**config.mk**
```make
export PLATFORM = sky130hd
export DESIGN_NAME = aspc_audio_ctrl
export DESIGN_NICKNAME = d
export VERILOG_FILES = /design/src/hdl/aspc_pkg.sv /design/src/hdl/aspc_bclk_div.sv /design/src/hdl/aspc_audio_ctrl.sv
export SDC_FILE = /design/constraint.sdc
export NUM_CORES = 1
export LEC_CHECK = 0
export BUFFER_PORTS_ARGS = -buffer_cell sky130_fd_sc_hd__buf_2
export CAP_MARGIN = 20
export CORE_ASPECT_RATIO = 0.9
export CORE_MARGIN = 3
export CORE_UTILIZATION = 40
export CTS_CLUSTER_SIZE = 28
export DETAILED_ROUTE_END_ITERATION = 8
export GPL_TIMING_DRIVEN = 0
export PLACE_DENSITY = 0.68
export SLEW_MARGIN = 20
export SYNTH_ARGS = -nofsm -noshare
export SYNTH_HDL_FRONTEND = slang
export SYNTH_HIERARCHICAL = 1
export SYNTH_SLANG_ARGS = --single-unit
```
**constraint.sdc**
```tcl
create_clock -name clk -period 3.3 [get_ports clk]
set_clock_uncertainty 0.05 [all_clocks]
set_input_delay 0.33 -clock clk [delete_from_list [all_inputs] [get_ports clk]]
set_output_delay 0.33 -clock clk [all_outputs]
set_load 0.1 [all_outputs]
```
**src/hdl/aspc_pkg.sv**
```systemverilog
// Shared constants for the audio slot port control block.
// Assumes a single 100 MHz system clock and an AHB-Lite register bus.
package aspc_pkg;

  // Register byte addresses
  localparam int ADDR_W = 12;
  localparam logic [11:0] ADDR_CFG1 = 12'h0f4;
  localparam logic [11:0] ADDR_CFG2 = 12'h0f8;
  localparam logic [11:0] ADDR_DMA = 12'h100;
  localparam logic [11:0] ADDR_STAT = 12'h104;
  localparam logic [11:0] ADDR_LEVEL = 12'h140;

  // Mode and limit register field positions
  localparam int MODE_LSB = 29;
  localparam int LIMIT_LSB = 22;
  localparam int LIMIT_W = 7;
  localparam int WS_LINES = 5;
  localparam int CTRL_LSB0 = 18;
  localparam int SYNC_LSB0 = 16;
  localparam int WS_STEP = 4;

  // Clock register field positions
  localparam int CLKSRC1_LSB = 27;
  localparam int CLKSRC2_LSB = 22;
  localparam int INV1_BIT = 21;
  localparam int INV2_BIT = 20;
  localparam int OEN1_BIT = 19;
  localparam int OEN2_BIT = 18;
  localparam logic [31:0] CFG2_MASK = 32'hfffc0000;

  // Status register field positions
  localparam int STAT_RUN_LSB = 0;
  localparam int STAT_MODE_LSB = 4;
  localparam int STAT_CTRL_LSB = 8;

  // Reset values
  localparam logic [2:0] MODE_RST = 3'h0;
  localparam logic [6:0] LIMIT_RST = 7'h00;
  localparam logic [9:0] WS_RST = 10'h000;
  localparam logic [31:0] CFG2_RST = 32'h000c0000;
  localparam logic [31:0] LEVEL_RST = 32'h00000000;

  // Mode codes; all codes from MODE_LOCK up run both lists on port one's timing
  localparam logic [2:0] MODE_OFF = 3'h0;
  localparam logic [2:0] MODE_ONE = 3'h1;
  localparam logic [2:0] MODE_TWO = 3'h2;
  localparam logic [2:0] MODE_LOCK = 3'h4;

  // Word-select line function and pulse shape codes
  localparam logic [1:0] CTRL_INPUT = 2'h0;
  localparam logic [1:0] CTRL_LIST1 = 2'h1;
  localparam logic [1:0] CTRL_LIST2 = 2'h2;
  localparam logic [1:0] CTRL_STATIC = 2'h3;
  localparam logic [1:0] SYNC_I2S = 2'h0;
  localparam logic [1:0] SYNC_SLOT = 2'h1;
  localparam logic [1:0] SYNC_PRE = 2'h2;
  localparam logic [1:0] SYNC_PULSE = 2'h3;

  // Bit clock source codes
  localparam logic [4:0] CLK_PIN_OWN = 5'h00;
  localparam logic [4:0] CLK_PIN_SWAP = 5'h01;

  typedef enum logic [2:0] {
    RUN_OFF = 3'b001,
    RUN_WAIT = 3'b010,
    RUN_ON = 3'b100
  } aspc_run_t;

  // Master clock divisor per source code; zero means no divider in use
  function automatic logic [8:0] aspc_div(input logic [4:0] code);
    case (code)
      5'h02: aspc_div = 9'h001;
      5'h03: aspc_div = 9'h002;
      5'h04: aspc_div = 9'h003;
      5'h05: aspc_div = 9'h004;
      5'h06: aspc_div = 9'h006;
      5'h07: aspc_div = 9'h008;
      5'h08: aspc_div = 9'h00c;
      5'h09: aspc_div = 9'h010;
      5'h0a: aspc_div = 9'h018;
      5'h0b: aspc_div = 9'h020;
      5'h0c: aspc_div = 9'h030;
      5'h0d: aspc_div = 9'h040;
      5'h0e: aspc_div = 9'h060;
      5'h0f: aspc_div = 9'h080;
      5'h10: aspc_div = 9'h0c0;
      5'h11: aspc_div = 9'h100;
      5'h12: aspc_div = 9'h180;
      default: aspc_div = 9'h000;
    endcase
  endfunction

  // Port zero runs in every mode but the off mode and port-two-only
  function automatic logic aspc_port_on(input logic [2:0] mode, input int port);
    if (port == 0) aspc_port_on = (mode != MODE_OFF) && (mode != MODE_TWO);
    else aspc_port_on = (mode != MODE_OFF) && (mode != MODE_ONE);
  endfunction

endpackage

```
**src/hdl/aspc_bclk_div.sv**
```systemverilog
// Master audio clock divider for one audio port bit clock.
// Assumes aclkRise is a one-cycle pulse from an already synchronised master clock.
`timescale 1ns/1ps
module aspc_bclk_div #(
  parameter int CNT_W = 9
) (
  // Clock and reset
  input wire logic clk,
  input wire logic rstn,
  // Divider control
  input wire logic aclkRise,
  input wire logic [CNT_W-1:0] divisor,
  // Divided clock
  output logic tick,
  output logic level
);
  import aspc_pkg::*;

  logic [CNT_W-1:0] cnt;
  logic [CNT_W-1:0] next_cnt;
  logic wrap;

  if (CNT_W < 9) begin : g_bad_width
    $error("aspc_bclk_div: CNT_W too small for divide by 384");
  end

  // Wrap after divisor master edges; a zero divisor parks the counter
  assign wrap = aclkRise && (divisor != '0) && (cnt >= divisor - 1'b1);
  assign next_cnt = wrap ? '0 : (cnt + 1'b1);

  // Counter and tick; odd divisors above one give a high phase one edge shorter
  always_ff @(posedge clk) begin
    if (!rstn) begin
      cnt <= '0;
      tick <= 1'b0;
      level <= 1'b0;
    end else begin
      tick <= wrap;
      if (aclkRise && divisor != '0) begin
        cnt <= next_cnt;
        level <= (next_cnt < (divisor >> 1)) || (divisor == 9'h001);
      end
    end
  end
endmodule // aspc_bclk_div

```
**src/hdl/aspc_audio_ctrl.sv**
```systemverilog
// Audio slot port control: level monitor, word-select lines, bit clock
// selection and buffered mode switching, with an AHB-Lite register slave.
// Assumes samples, DMA protection hits and the bus are on clk; pins are not.
//
// Design decision made here: the AHB-Lite register port.
`timescale 1ns/1ps
module aspc_audio_ctrl #(
  parameter int SLOTS = 16,
  parameter int SLOT_BITS = 16,
  parameter int DMA_CH = 4
) (
  // Clock and reset
  input wire logic clk,
  input wire logic rstn,
  // AHB-Lite slave
  input wire logic hsel,
  input wire logic [31:0] haddr,
  input wire logic [1:0] htrans,
  input wire logic hwrite,
  input wire logic [2:0] hsize,
  input wire logic [31:0] hwdata,
  input wire logic hready,
  output logic hreadyout,
  output logic hresp,
  output logic [31:0] hrdata,
  // Sample stream for level monitoring
  input wire logic sampleValid,
  input wire logic [4:0] sampleSlot,
  input wire logic [7:0] sampleMsb,
  // DMA engine side
  input wire logic [1:0] protHit,
  output logic [DMA_CH-1:0] dmaEnable,
  output logic [DMA_CH-1:0] dmaFlush,
  // Pins: master clock, bit clocks, word-select lines
  input wire logic aclkPin,
  input wire logic [1:0] bclkPinIn,
  output logic [1:0] bclkPinOut,
  output logic [1:0] bclkPinOe_n,
  input wire logic [1:0] wsPinIn,
  output logic [aspc_pkg::WS_LINES-1:0] wsPinOut,
  output logic [aspc_pkg::WS_LINES-1:0] wsPinOe_n
);
  import aspc_pkg::*;

  localparam int BW = $clog2(SLOT_BITS);
  localparam logic [BW-1:0] LAST_BIT = BW'(SLOT_BITS - 1);
  localparam logic [4:0] LAST_SLOT = 5'(SLOTS - 1);

  if (SLOTS < WS_LINES || SLOTS > 16 || SLOT_BITS < 3 || DMA_CH < 1 || DMA_CH > 32)
  begin : g_bad_param
    $error("aspc_audio_ctrl: parameter out of range");
  end

  // Bus and register state
  logic take, wrPend, rdPend, addrOk;
  logic [11:0] addrQ;
  logic wrCfg1, wrCfg2, wrDma, readClr;
  logic [2:0] shMode, actMode;
  logic [9:0] shCtrl, actCtrl, syncCfg, next_ctrl, next_sync;
  logic [6:0] peakLimit;
  logic [31:0] cfg2, level, violBits, rdMux;
  logic [7:0] sampleMag;
  logic lock;
  // Pin synchronisers and edges
  logic aclkS1, aclkS2, aclkS3, aclkRise;
  logic [1:0] bclkS1, bclkS2, bclkS3, pinEdge, wsS1, wsS2, wsS3, wsRise;
  // Per-port and per-list timing
  logic [1:0] portTick, divTick, divLevel, inv, tickSel, extSel, ptrRst;
  logic [4:0] clkSrc [2];
  logic [BW-1:0] bitCnt [2];
  logic [4:0] slotCnt [2];
  aspc_run_t runState [2];

  // Address phase is taken only for whole-word transfers
  assign take = hsel && htrans[1] && hready && (hsize == 3'h2);
  assign wrCfg1 = wrPend && addrOk && (addrQ == ADDR_CFG1);
  assign wrCfg2 = wrPend && addrOk && (addrQ == ADDR_CFG2);
  assign wrDma = wrPend && addrOk && (addrQ == ADDR_DMA);
  assign readClr = rdPend && addrOk && (addrQ == ADDR_LEVEL);
  // Reads take one wait state so read data come from a flop with fresh contents
  assign hreadyout = !rdPend;
  assign hresp = 1'b0;

  // Address phase capture
  always_ff @(posedge clk) begin
    if (!rstn) begin
      wrPend <= 1'b0;
      rdPend <= 1'b0;
      addrOk <= 1'b0;
      addrQ <= 12'h000;
    end else begin
      wrPend <= take && hwrite;
      rdPend <= take && !hwrite;
      if (take) begin
        addrQ <= haddr[ADDR_W-1:0];
        addrOk <= (haddr[31:ADDR_W] == '0);
      end
    end
  end

  // Read mux; unmapped addresses read as zero
  always_comb begin
    rdMux = 32'h00000000;
    unique case (addrQ)
      ADDR_CFG1: begin
        rdMux[MODE_LSB +: 3] = shMode;
        rdMux[LIMIT_LSB +: LIMIT_W] = peakLimit;
        for (int x = 0; x < WS_LINES; x++) begin
          rdMux[CTRL_LSB0 - WS_STEP * x +: 2] = shCtrl[2 * x +: 2];
          rdMux[SYNC_LSB0 - WS_STEP * x +: 2] = syncCfg[2 * x +: 2];
        end
      end
      ADDR_CFG2: rdMux = cfg2;
      ADDR_DMA: rdMux[DMA_CH-1:0] = dmaEnable;
      ADDR_STAT: begin
        rdMux[STAT_RUN_LSB] = (runState[0] == RUN_ON);
        rdMux[STAT_RUN_LSB + 1] = (runState[1] == RUN_ON);
        rdMux[STAT_MODE_LSB +: 3] = actMode;
        rdMux[STAT_CTRL_LSB +: 10] = actCtrl;
      end
      ADDR_LEVEL: rdMux = level;
      default: rdMux = 32'h00000000;
    endcase
  end

  // Read data register
  always_ff @(posedge clk) begin
    if (!rstn) hrdata <= 32'h00000000;
    else if (rdPend) hrdata <= addrOk ? rdMux : 32'h00000000;
  end

  // Unpack line function and shape fields from the write data
  always_comb begin
    next_ctrl = WS_RST;
    next_sync = WS_RST;
    for (int x = 0; x < WS_LINES; x++) begin
      next_ctrl[2 * x +: 2] = hwdata[CTRL_LSB0 - WS_STEP * x +: 2];
      next_sync[2 * x +: 2] = hwdata[SYNC_LSB0 - WS_STEP * x +: 2];
    end
  end

  // Shadowed mode and line functions; live values change only at safe points
  always_ff @(posedge clk) begin
    if (!rstn) begin
      shMode <= MODE_RST;
      shCtrl <= WS_RST;
      actMode <= MODE_RST;
      actCtrl <= WS_RST;
      peakLimit <= LIMIT_RST;
      syncCfg <= WS_RST;
    end else begin
      if (wrCfg1) begin
        shMode <= hwdata[MODE_LSB +: 3];
        shCtrl <= next_ctrl;
        peakLimit <= hwdata[LIMIT_LSB +: LIMIT_W];
        syncCfg <= next_sync;
      end
      if (wrCfg1 && actMode == MODE_OFF) begin
        actMode <= hwdata[MODE_LSB +: 3];
        actCtrl <= next_ctrl;
      end else if (|protHit) begin
        actMode <= shMode;
        actCtrl <= shCtrl;
      end
    end
  end

  // Clock configuration; bit clock pins drive while their enable bit is low
  always_ff @(posedge clk) begin
    if (!rstn) cfg2 <= CFG2_RST;
    else if (wrCfg2) cfg2 <= hwdata & CFG2_MASK;
  end
  assign bclkPinOe_n = {cfg2[OEN2_BIT], cfg2[OEN1_BIT]};
  assign inv = {cfg2[INV2_BIT], cfg2[INV1_BIT]};
  assign clkSrc[0] = cfg2[CLKSRC1_LSB +: 5];
  assign clkSrc[1] = cfg2[CLKSRC2_LSB +: 5];

  // DMA enables; a falling enable flushes the FIFO and rewinds the pointers
  always_ff @(posedge clk) begin
    if (!rstn) begin
      dmaEnable <= '0;
      dmaFlush <= '0;
    end else begin
      dmaFlush <= wrDma ? (dmaEnable & ~hwdata[DMA_CH-1:0]) : '0;
      if (wrDma) dmaEnable <= hwdata[DMA_CH-1:0];
    end
  end

  // Level check on the sample's top byte; magnitude 128 always exceeds 127
  assign sampleMag = sampleMsb[7] ? (8'h00 - sampleMsb) : sampleMsb;
  assign violBits = (sampleValid && sampleMag > {1'b0, peakLimit}) ?
                    (32'h00000001 << sampleSlot) : 32'h00000000;

  // Violation word: cleared by its read, but a same-cycle hit survives
  always_ff @(posedge clk) begin
    if (!rstn) level <= LEVEL_RST;
    else level <= (readClr ? LEVEL_RST : level) | violBits;
  end

  // Two-flop synchronisers; edge detectors read only the second stage onward
  always_ff @(posedge clk) begin
    if (!rstn) begin
      {aclkS1, aclkS2, aclkS3} <= 3'h0;
      {bclkS1, bclkS2, bclkS3} <= 6'h00;
      {wsS1, wsS2, wsS3} <= 6'h00;
    end else begin
      {aclkS3, aclkS2, aclkS1} <= {aclkS2, aclkS1, aclkPin};
      {bclkS3, bclkS2, bclkS1} <= {bclkS2, bclkS1, bclkPinIn};
      {wsS3, wsS2, wsS1} <= {wsS2, wsS1, wsPinIn};
    end
  end
  assign aclkRise = aclkS2 && !aclkS3;
  // Inverted pins count their falling edge as the active edge
  assign pinEdge = (bclkS2 & ~bclkS3 & ~inv) | (~bclkS2 & bclkS3 & inv);
  // Pointer reset inputs only act while their line is in input function
  assign wsRise[0] = wsS2[0] && !wsS3[0] && (actCtrl[1:0] == CTRL_INPUT);
  assign wsRise[1] = wsS2[1] && !wsS3[1] && (actCtrl[9:8] == CTRL_INPUT);

  // Lock modes run list two on port one's clock and pointer reset
  assign lock = (actMode >= MODE_LOCK);
  assign tickSel = {lock ? portTick[0] : portTick[1], portTick[0]};
  assign extSel = {lock ? wsRise[0] : wsRise[1], wsRise[0]};

  // Per-port bit clock source, divider, pin output and run state
  for (genvar p = 0; p < 2; p++) begin : g_port
    aspc_bclk_div #(.CNT_W(9)) u_div (
      .clk(clk),
      .rstn(rstn),
      .aclkRise(aclkRise),
      .divisor(aspc_div(clkSrc[p])),
      .tick(divTick[p]),
      .level(divLevel[p])
    );

    // Own pin, swapped pin, or divided master clock; reserved codes stall
    assign portTick[p] = (clkSrc[p] == CLK_PIN_OWN) ? pinEdge[p] :
                         (clkSrc[p] == CLK_PIN_SWAP) ? pinEdge[1 - p] : divTick[p];

    // Driven bit clock follows the divider with the programmed polarity
    always_ff @(posedge clk) begin
      if (!rstn) bclkPinOut[p] <= 1'b0;
      else bclkPinOut[p] <= divLevel[p] ^ inv[p];
    end

    // An enabled port waits for a pointer reset so it never joins mid-frame
    always_ff @(posedge clk) begin
      if (!rstn) runState[p] <= RUN_OFF;
      else begin
        unique case (runState[p])
          RUN_OFF: if (aspc_port_on(actMode, p)) runState[p] <= RUN_WAIT;
          RUN_WAIT: begin
            if (!aspc_port_on(actMode, p)) runState[p] <= RUN_OFF;
            else if (ptrRst[p]) runState[p] <= RUN_ON;
          end
          RUN_ON: if (!aspc_port_on(actMode, p)) runState[p] <= RUN_OFF;
          default: runState[p] <= RUN_OFF;
        endcase
      end
    end
  end

  // Slot-list pointers: bit within slot and slot within frame
  for (genvar l = 0; l < 2; l++) begin : g_list
    assign ptrRst[l] = extSel[l] ||
                       (tickSel[l] && bitCnt[l] == LAST_BIT && slotCnt[l] == LAST_SLOT);
    always_ff @(posedge clk) begin
      if (!rstn || extSel[l]) begin
        bitCnt[l] <= '0;
        slotCnt[l] <= 5'h00;
      end else if (tickSel[l]) begin
        if (bitCnt[l] == LAST_BIT) begin
          bitCnt[l] <= '0;
          slotCnt[l] <= (slotCnt[l] == LAST_SLOT) ? 5'h00 : slotCnt[l] + 5'h01;
        end else begin
          bitCnt[l] <= bitCnt[l] + 1'b1;
        end
      end
    end
  end

  // Word-select lines; line x marks slot x of its timing list
  for (genvar x = 0; x < WS_LINES; x++) begin : g_ws
    logic [1:0] ctrl, sync;
    logic lst, inSlot, inPrev, lastB, pulse;
    assign ctrl = actCtrl[2 * x +: 2];
    assign sync = syncCfg[2 * x +: 2];
    assign lst = (ctrl == CTRL_LIST2);
    assign inSlot = (slotCnt[lst] == 5'(x));
    assign inPrev = (slotCnt[lst] == ((x == 0) ? LAST_SLOT : 5'(x - 1)));
    assign lastB = (bitCnt[lst] == LAST_BIT);

    // Pulse shape against the bit position of the timing list
    always_comb begin
      unique case (sync)
        SYNC_I2S: pulse = (inPrev && lastB) || (inSlot && !lastB);
        SYNC_SLOT: pulse = inSlot;
        SYNC_PRE: pulse = inPrev && lastB;
        SYNC_PULSE: pulse = inSlot && (bitCnt[lst] == '0 ||
                            (x == 0 && bitCnt[lst] == BW'(1)));
        default: pulse = 1'b0;
      endcase
    end

    // Input function floats the line; static function holds it low
    always_ff @(posedge clk) begin
      if (!rstn) begin
        wsPinOut[x] <= 1'b0;
        wsPinOe_n[x] <= 1'b1;
      end else begin
        wsPinOe_n[x] <= (ctrl == CTRL_INPUT);
        wsPinOut[x] <= (ctrl == CTRL_LIST1 || ctrl == CTRL_LIST2) &&
                       (runState[lst] == RUN_ON) && pulse;
      end
    end
  end
endmodule // aspc_audio_ctrl

```
==> impl_results.md <==
- Outcome: complete, but fails checks
- Violated checks: setup timing
- Initial Util: 41.2%
- Largest net degree at the start of global routing: 15
- Vias in the first global route: 11,267
- Hold path start: hwdata[20]
- Die area: 33,400 sq um
- Post-synthesis sequential area ratio: 39.6%
- Cells after Synth: 1,424
- Core area: 30,300 sq um
- Routed WL per cell: 18.6 um
- Hold WS: 32.8 ps
- Top Usage Layer GRT: met2
- Initial DRT Pass Iterations: 7
- Final core area utilization: 50.3%
- Tcrit/Tclk final: 109%
- Share of cells above drive strength 1: 18.9%
- Synth Warn #: 6
- Critical R2R Capture: g_port[0].u_div/level$_SDFFE_PN0P_
- IO Pins: 151
- Nets: 1,815
- Minimum clock period: 3600 ps
- CTS Buffer Depth: 3
- Count of unique library cells instantiated by Yosys: 86
- Final setup fails: 2
- R2R cell count: 15
- Initial antenna violation count: 0
- FF/Latch Area: 4950 sq um
- Sw frac: 24.2%
- Number of synthesized flops with an enable pin: 24
- Leak Pwr: 5.69 nW
- Hold endpoint: cfg2[20]$_SDFFE_PN0P_
- Setup slack, reg-to-reg: -300 ps
- VDD IR max: 416 uV
- First-pass GRT wire length: 61,500 um
- FP Rows: 60
- Slew headroom: 31.0%
- Clock share of power: 46.3%
- Design Area, Final: 15,300 sq um
- Simple-gate share of the synthesized area: 24.6%
- Met3 Use GR: 3.05%
- CTS buffer count: 26
- Filler Cell Count: 2,879
- Initial drt markers: 879
- Critical path fanouts, max: 8
- Max Cap Viol: 0
- Final setup TNS: -578 ps
- Vias per cell: 5.64
- Crit path arrival time: 3950 ps
- Placement Setup Slack: -545 ps
- Internal power: 4.88 mW
- FFs w/ async S/R, synth: 0%
- Fmax: 278 MHz
- Clk pin slew, worst setup/hold paths: 60 ps
- Syn_area_per_cell: 8.77 sq um
- Syn nets: 1,589
- Worst-Margin Slew: 1030 ps
- IO buf count: 148
- Critical path class: flip-flop to flip-flop
- Worst Slack Setup Final: -295 ps
- Compound-Gate Fraction of Synth Area: 17.5%
- # H-tree levels: 1
- Worst hold path class: input pin to flip-flop
- Post-DP Area: 13,800 sq um
- Largest family of logic cells by synthesized area: simple AND/OR/NAND/NOR gates
- Clk Latency, worst-skew pair: 560 ps
- Multi-input gate area: 7030 sq um
- Met2 Resource Use GR: 36.8%
- Met1 Usage GRT: 31.5%
- Final Hold Vio Count: 0
- Fin. max-slew vios: 0
- Syn-to-layout area delta: 22.2%
- Setup crit end kind: flip-flop
- RSZ-0062 raised after global routing: true
- Switching power total: 1.56 mW
- Comb pwr share: 7.6%
- CTS tree: done
- Vias: 11,699
- CTS root buffer: clkbuf_16
- Worst setup SP type: flip-flop
- Height of the die: 174 um
- Ant. Diodes: 0
- Post-DP HPWL: 29,300 um
- Total track usage: 22.6%
- Post-synthesis adder-cell area fraction: 7.01%
- Final GP Congestion: 0.957
- Clock Sinks: 235
- Die Wd: 192 um
- Hold Crit Depth: 3
- GR Overflow Total: 0
- Power Density: 421 nW/um^2
- Synthesized flop and latch total: 235
- Post-Syn Area: 12,500 sq um
- Sequential share of power: 46.1%
- Detailed Route WL: 38,600 um
- Main synth FF type: dfxtp_1
- Worst EP required: 3660 ps
- Mux cell area share after synthesis: 3.98%
- Final ANT Viol Nets: 0
- Xor-xnor portion of the synthesized cell area: 2.03%
- Residual DRC count: 0
==> how the worst max path moves through the flow <==
| stage | startpoint | endpoint | slack (ps) | depth (start not counted) |
|---|---|---|---|---|
| 2_1_floorplan | flip-flop | g_port[0].u_div/level$_SDFFE_PN0P_ | -90 | 16 |
| 3_3_place_gp | flip-flop | g_port[0].u_div/level$_SDFFE_PN0P_ | -490 | 16 |
| 3_5_place_dp | flip-flop | g_port[1].u_div/level$_SDFFE_PN0P_ | -540 | 16 |
| 4_1_cts | flip-flop | g_port[0].u_div/level$_SDFFE_PN0P_ | -310 | 16 |
| 5_1_grt | flip-flop | g_port[1].u_div/level$_SDFFE_PN0P_ | -490 | 15 |
| 6_report | flip-flop | g_port[0].u_div/level$_SDFFE_PN0P_ | -300 | 15 |
==> state kept, by name, summed over array words and instances, names as in the netlist, 12 cells and up, named ones only <==
signal	cells
cfg2	14
hrdata	32
addrQ	12
level	32
g_port.u_div/cnt	18
==> synthesized netlist by cell type (25+ instances only) <==
library cell  number  area, sq um
nor3_1            27          135
nand3_1           54          270
nor2_1            84          315
nand2_1          196          736
a32o_1            32          320
dfxtp_1          211         4220
ha_1              70          876
clkbuf_1          45          169
mux2i_1           44          440
a21oi_1          100          500
xnor2_1           25          219
o21ai_0           38          190
inv_1             66          248
nor4_1            27          169
and2_1            27          169
==> critical path, cell delays in order (launching register included) <==
cell and delay, ps:
dfxtp_2 320, or4_4 550, nor4_4 160, xnor2_1 180, ha_1 290, nand4_1 120
nor2_1 60, a211o_1 290, nor2b_4 140, buf_12 150, a21oi_2 160, ha_1 170
nand3_1 80, or3_1 380, a311oi_2 240, a2111oi_2 80
==> power groups by stage <==
stage	clock (mW)	sequential [mW]	combinational, mW
2_1_floorplan	0	3.01	0.258
3_3_place_gp	0	3.03	0.420
3_5_place_dp	0	3.03	0.432
4_1_cts	3.03	2.97	0.480
5_1_grt	3.13	2.97	0.534
6_report	2.98	2.97	0.487
==> layout by cell type, fill, tap and decap left out, drive strengths merged, types with 40 or more instances in the layout <==
| cell type | synthesis | layout |
|---|---|---|
| nand3 | 56 | 56 |
| dlygate4sd3 | 0 | 40 |
| ha | 70 | 70 |
| mux2i | 44 | 44 |
| clkbuf | 47 | 85 |
| nor2 | 84 | 84 |
| a21oi | 100 | 100 |
| buf | 31 | 191 |
| inv | 66 | 66 |
| nand2 | 196 | 196 |
| dfxtp | 211 | 211 |
| o21ai | 51 | 51 |
==> per-layer routing <==
metal | up-vias | part of all wire (%) | routed length, um
met5 | - | 0 | 0
met4 | 0 | 3.0 | 1160
met1 | 5570 | 46 | 17600
li1 | 5622 | - | -
met2 | 430 | 45 | 17500
met3 | 77 | 6.0 | 2320
==> cell families after synthesis <==
| logic type | Yosys count |
|---|---|
| other cells | 1 |
| fa+ha+maj | 70 |
| simple gates | 579 |
| compound gates | 316 |
| flops | 235 |
| xor+xnor | 29 |
| mux | 49 |
| buf+inv | 145 |
==> through the flow <==
step           total power [mW]  cells
2_1_floorplan              3.27   1424
3_3_place_gp               3.45   1975
3_5_place_dp               3.46   1975
4_1_cts                    6.47   2069
5_1_grt                    6.64   2073
6_report                   6.43   2073
==> layout make-up <==
cell class / instances / area share [%]
Multi-Input combinational cell: 1044 / 46.1
Sequential cell: 235 / 32.4
Timing Repair Buffer: 200 / 8.15
Clock buffer: 40 / 5.00
Tap cell: 403 / 3.30
Buffer: 76 / 2.61
Inverter: 67 / 1.65
Clock inverter: 8 / 0.787
==> what timing repair did <==
item	in CTS	in global routing
pin swaps	6	9
setup endpoints to repair	2	3
gates resized for setup	16	7
buffers inserted	8	4
hold buffers	40	0
endpoints found under the hold margin	44	0
Power figures use the tool's default switching activity.
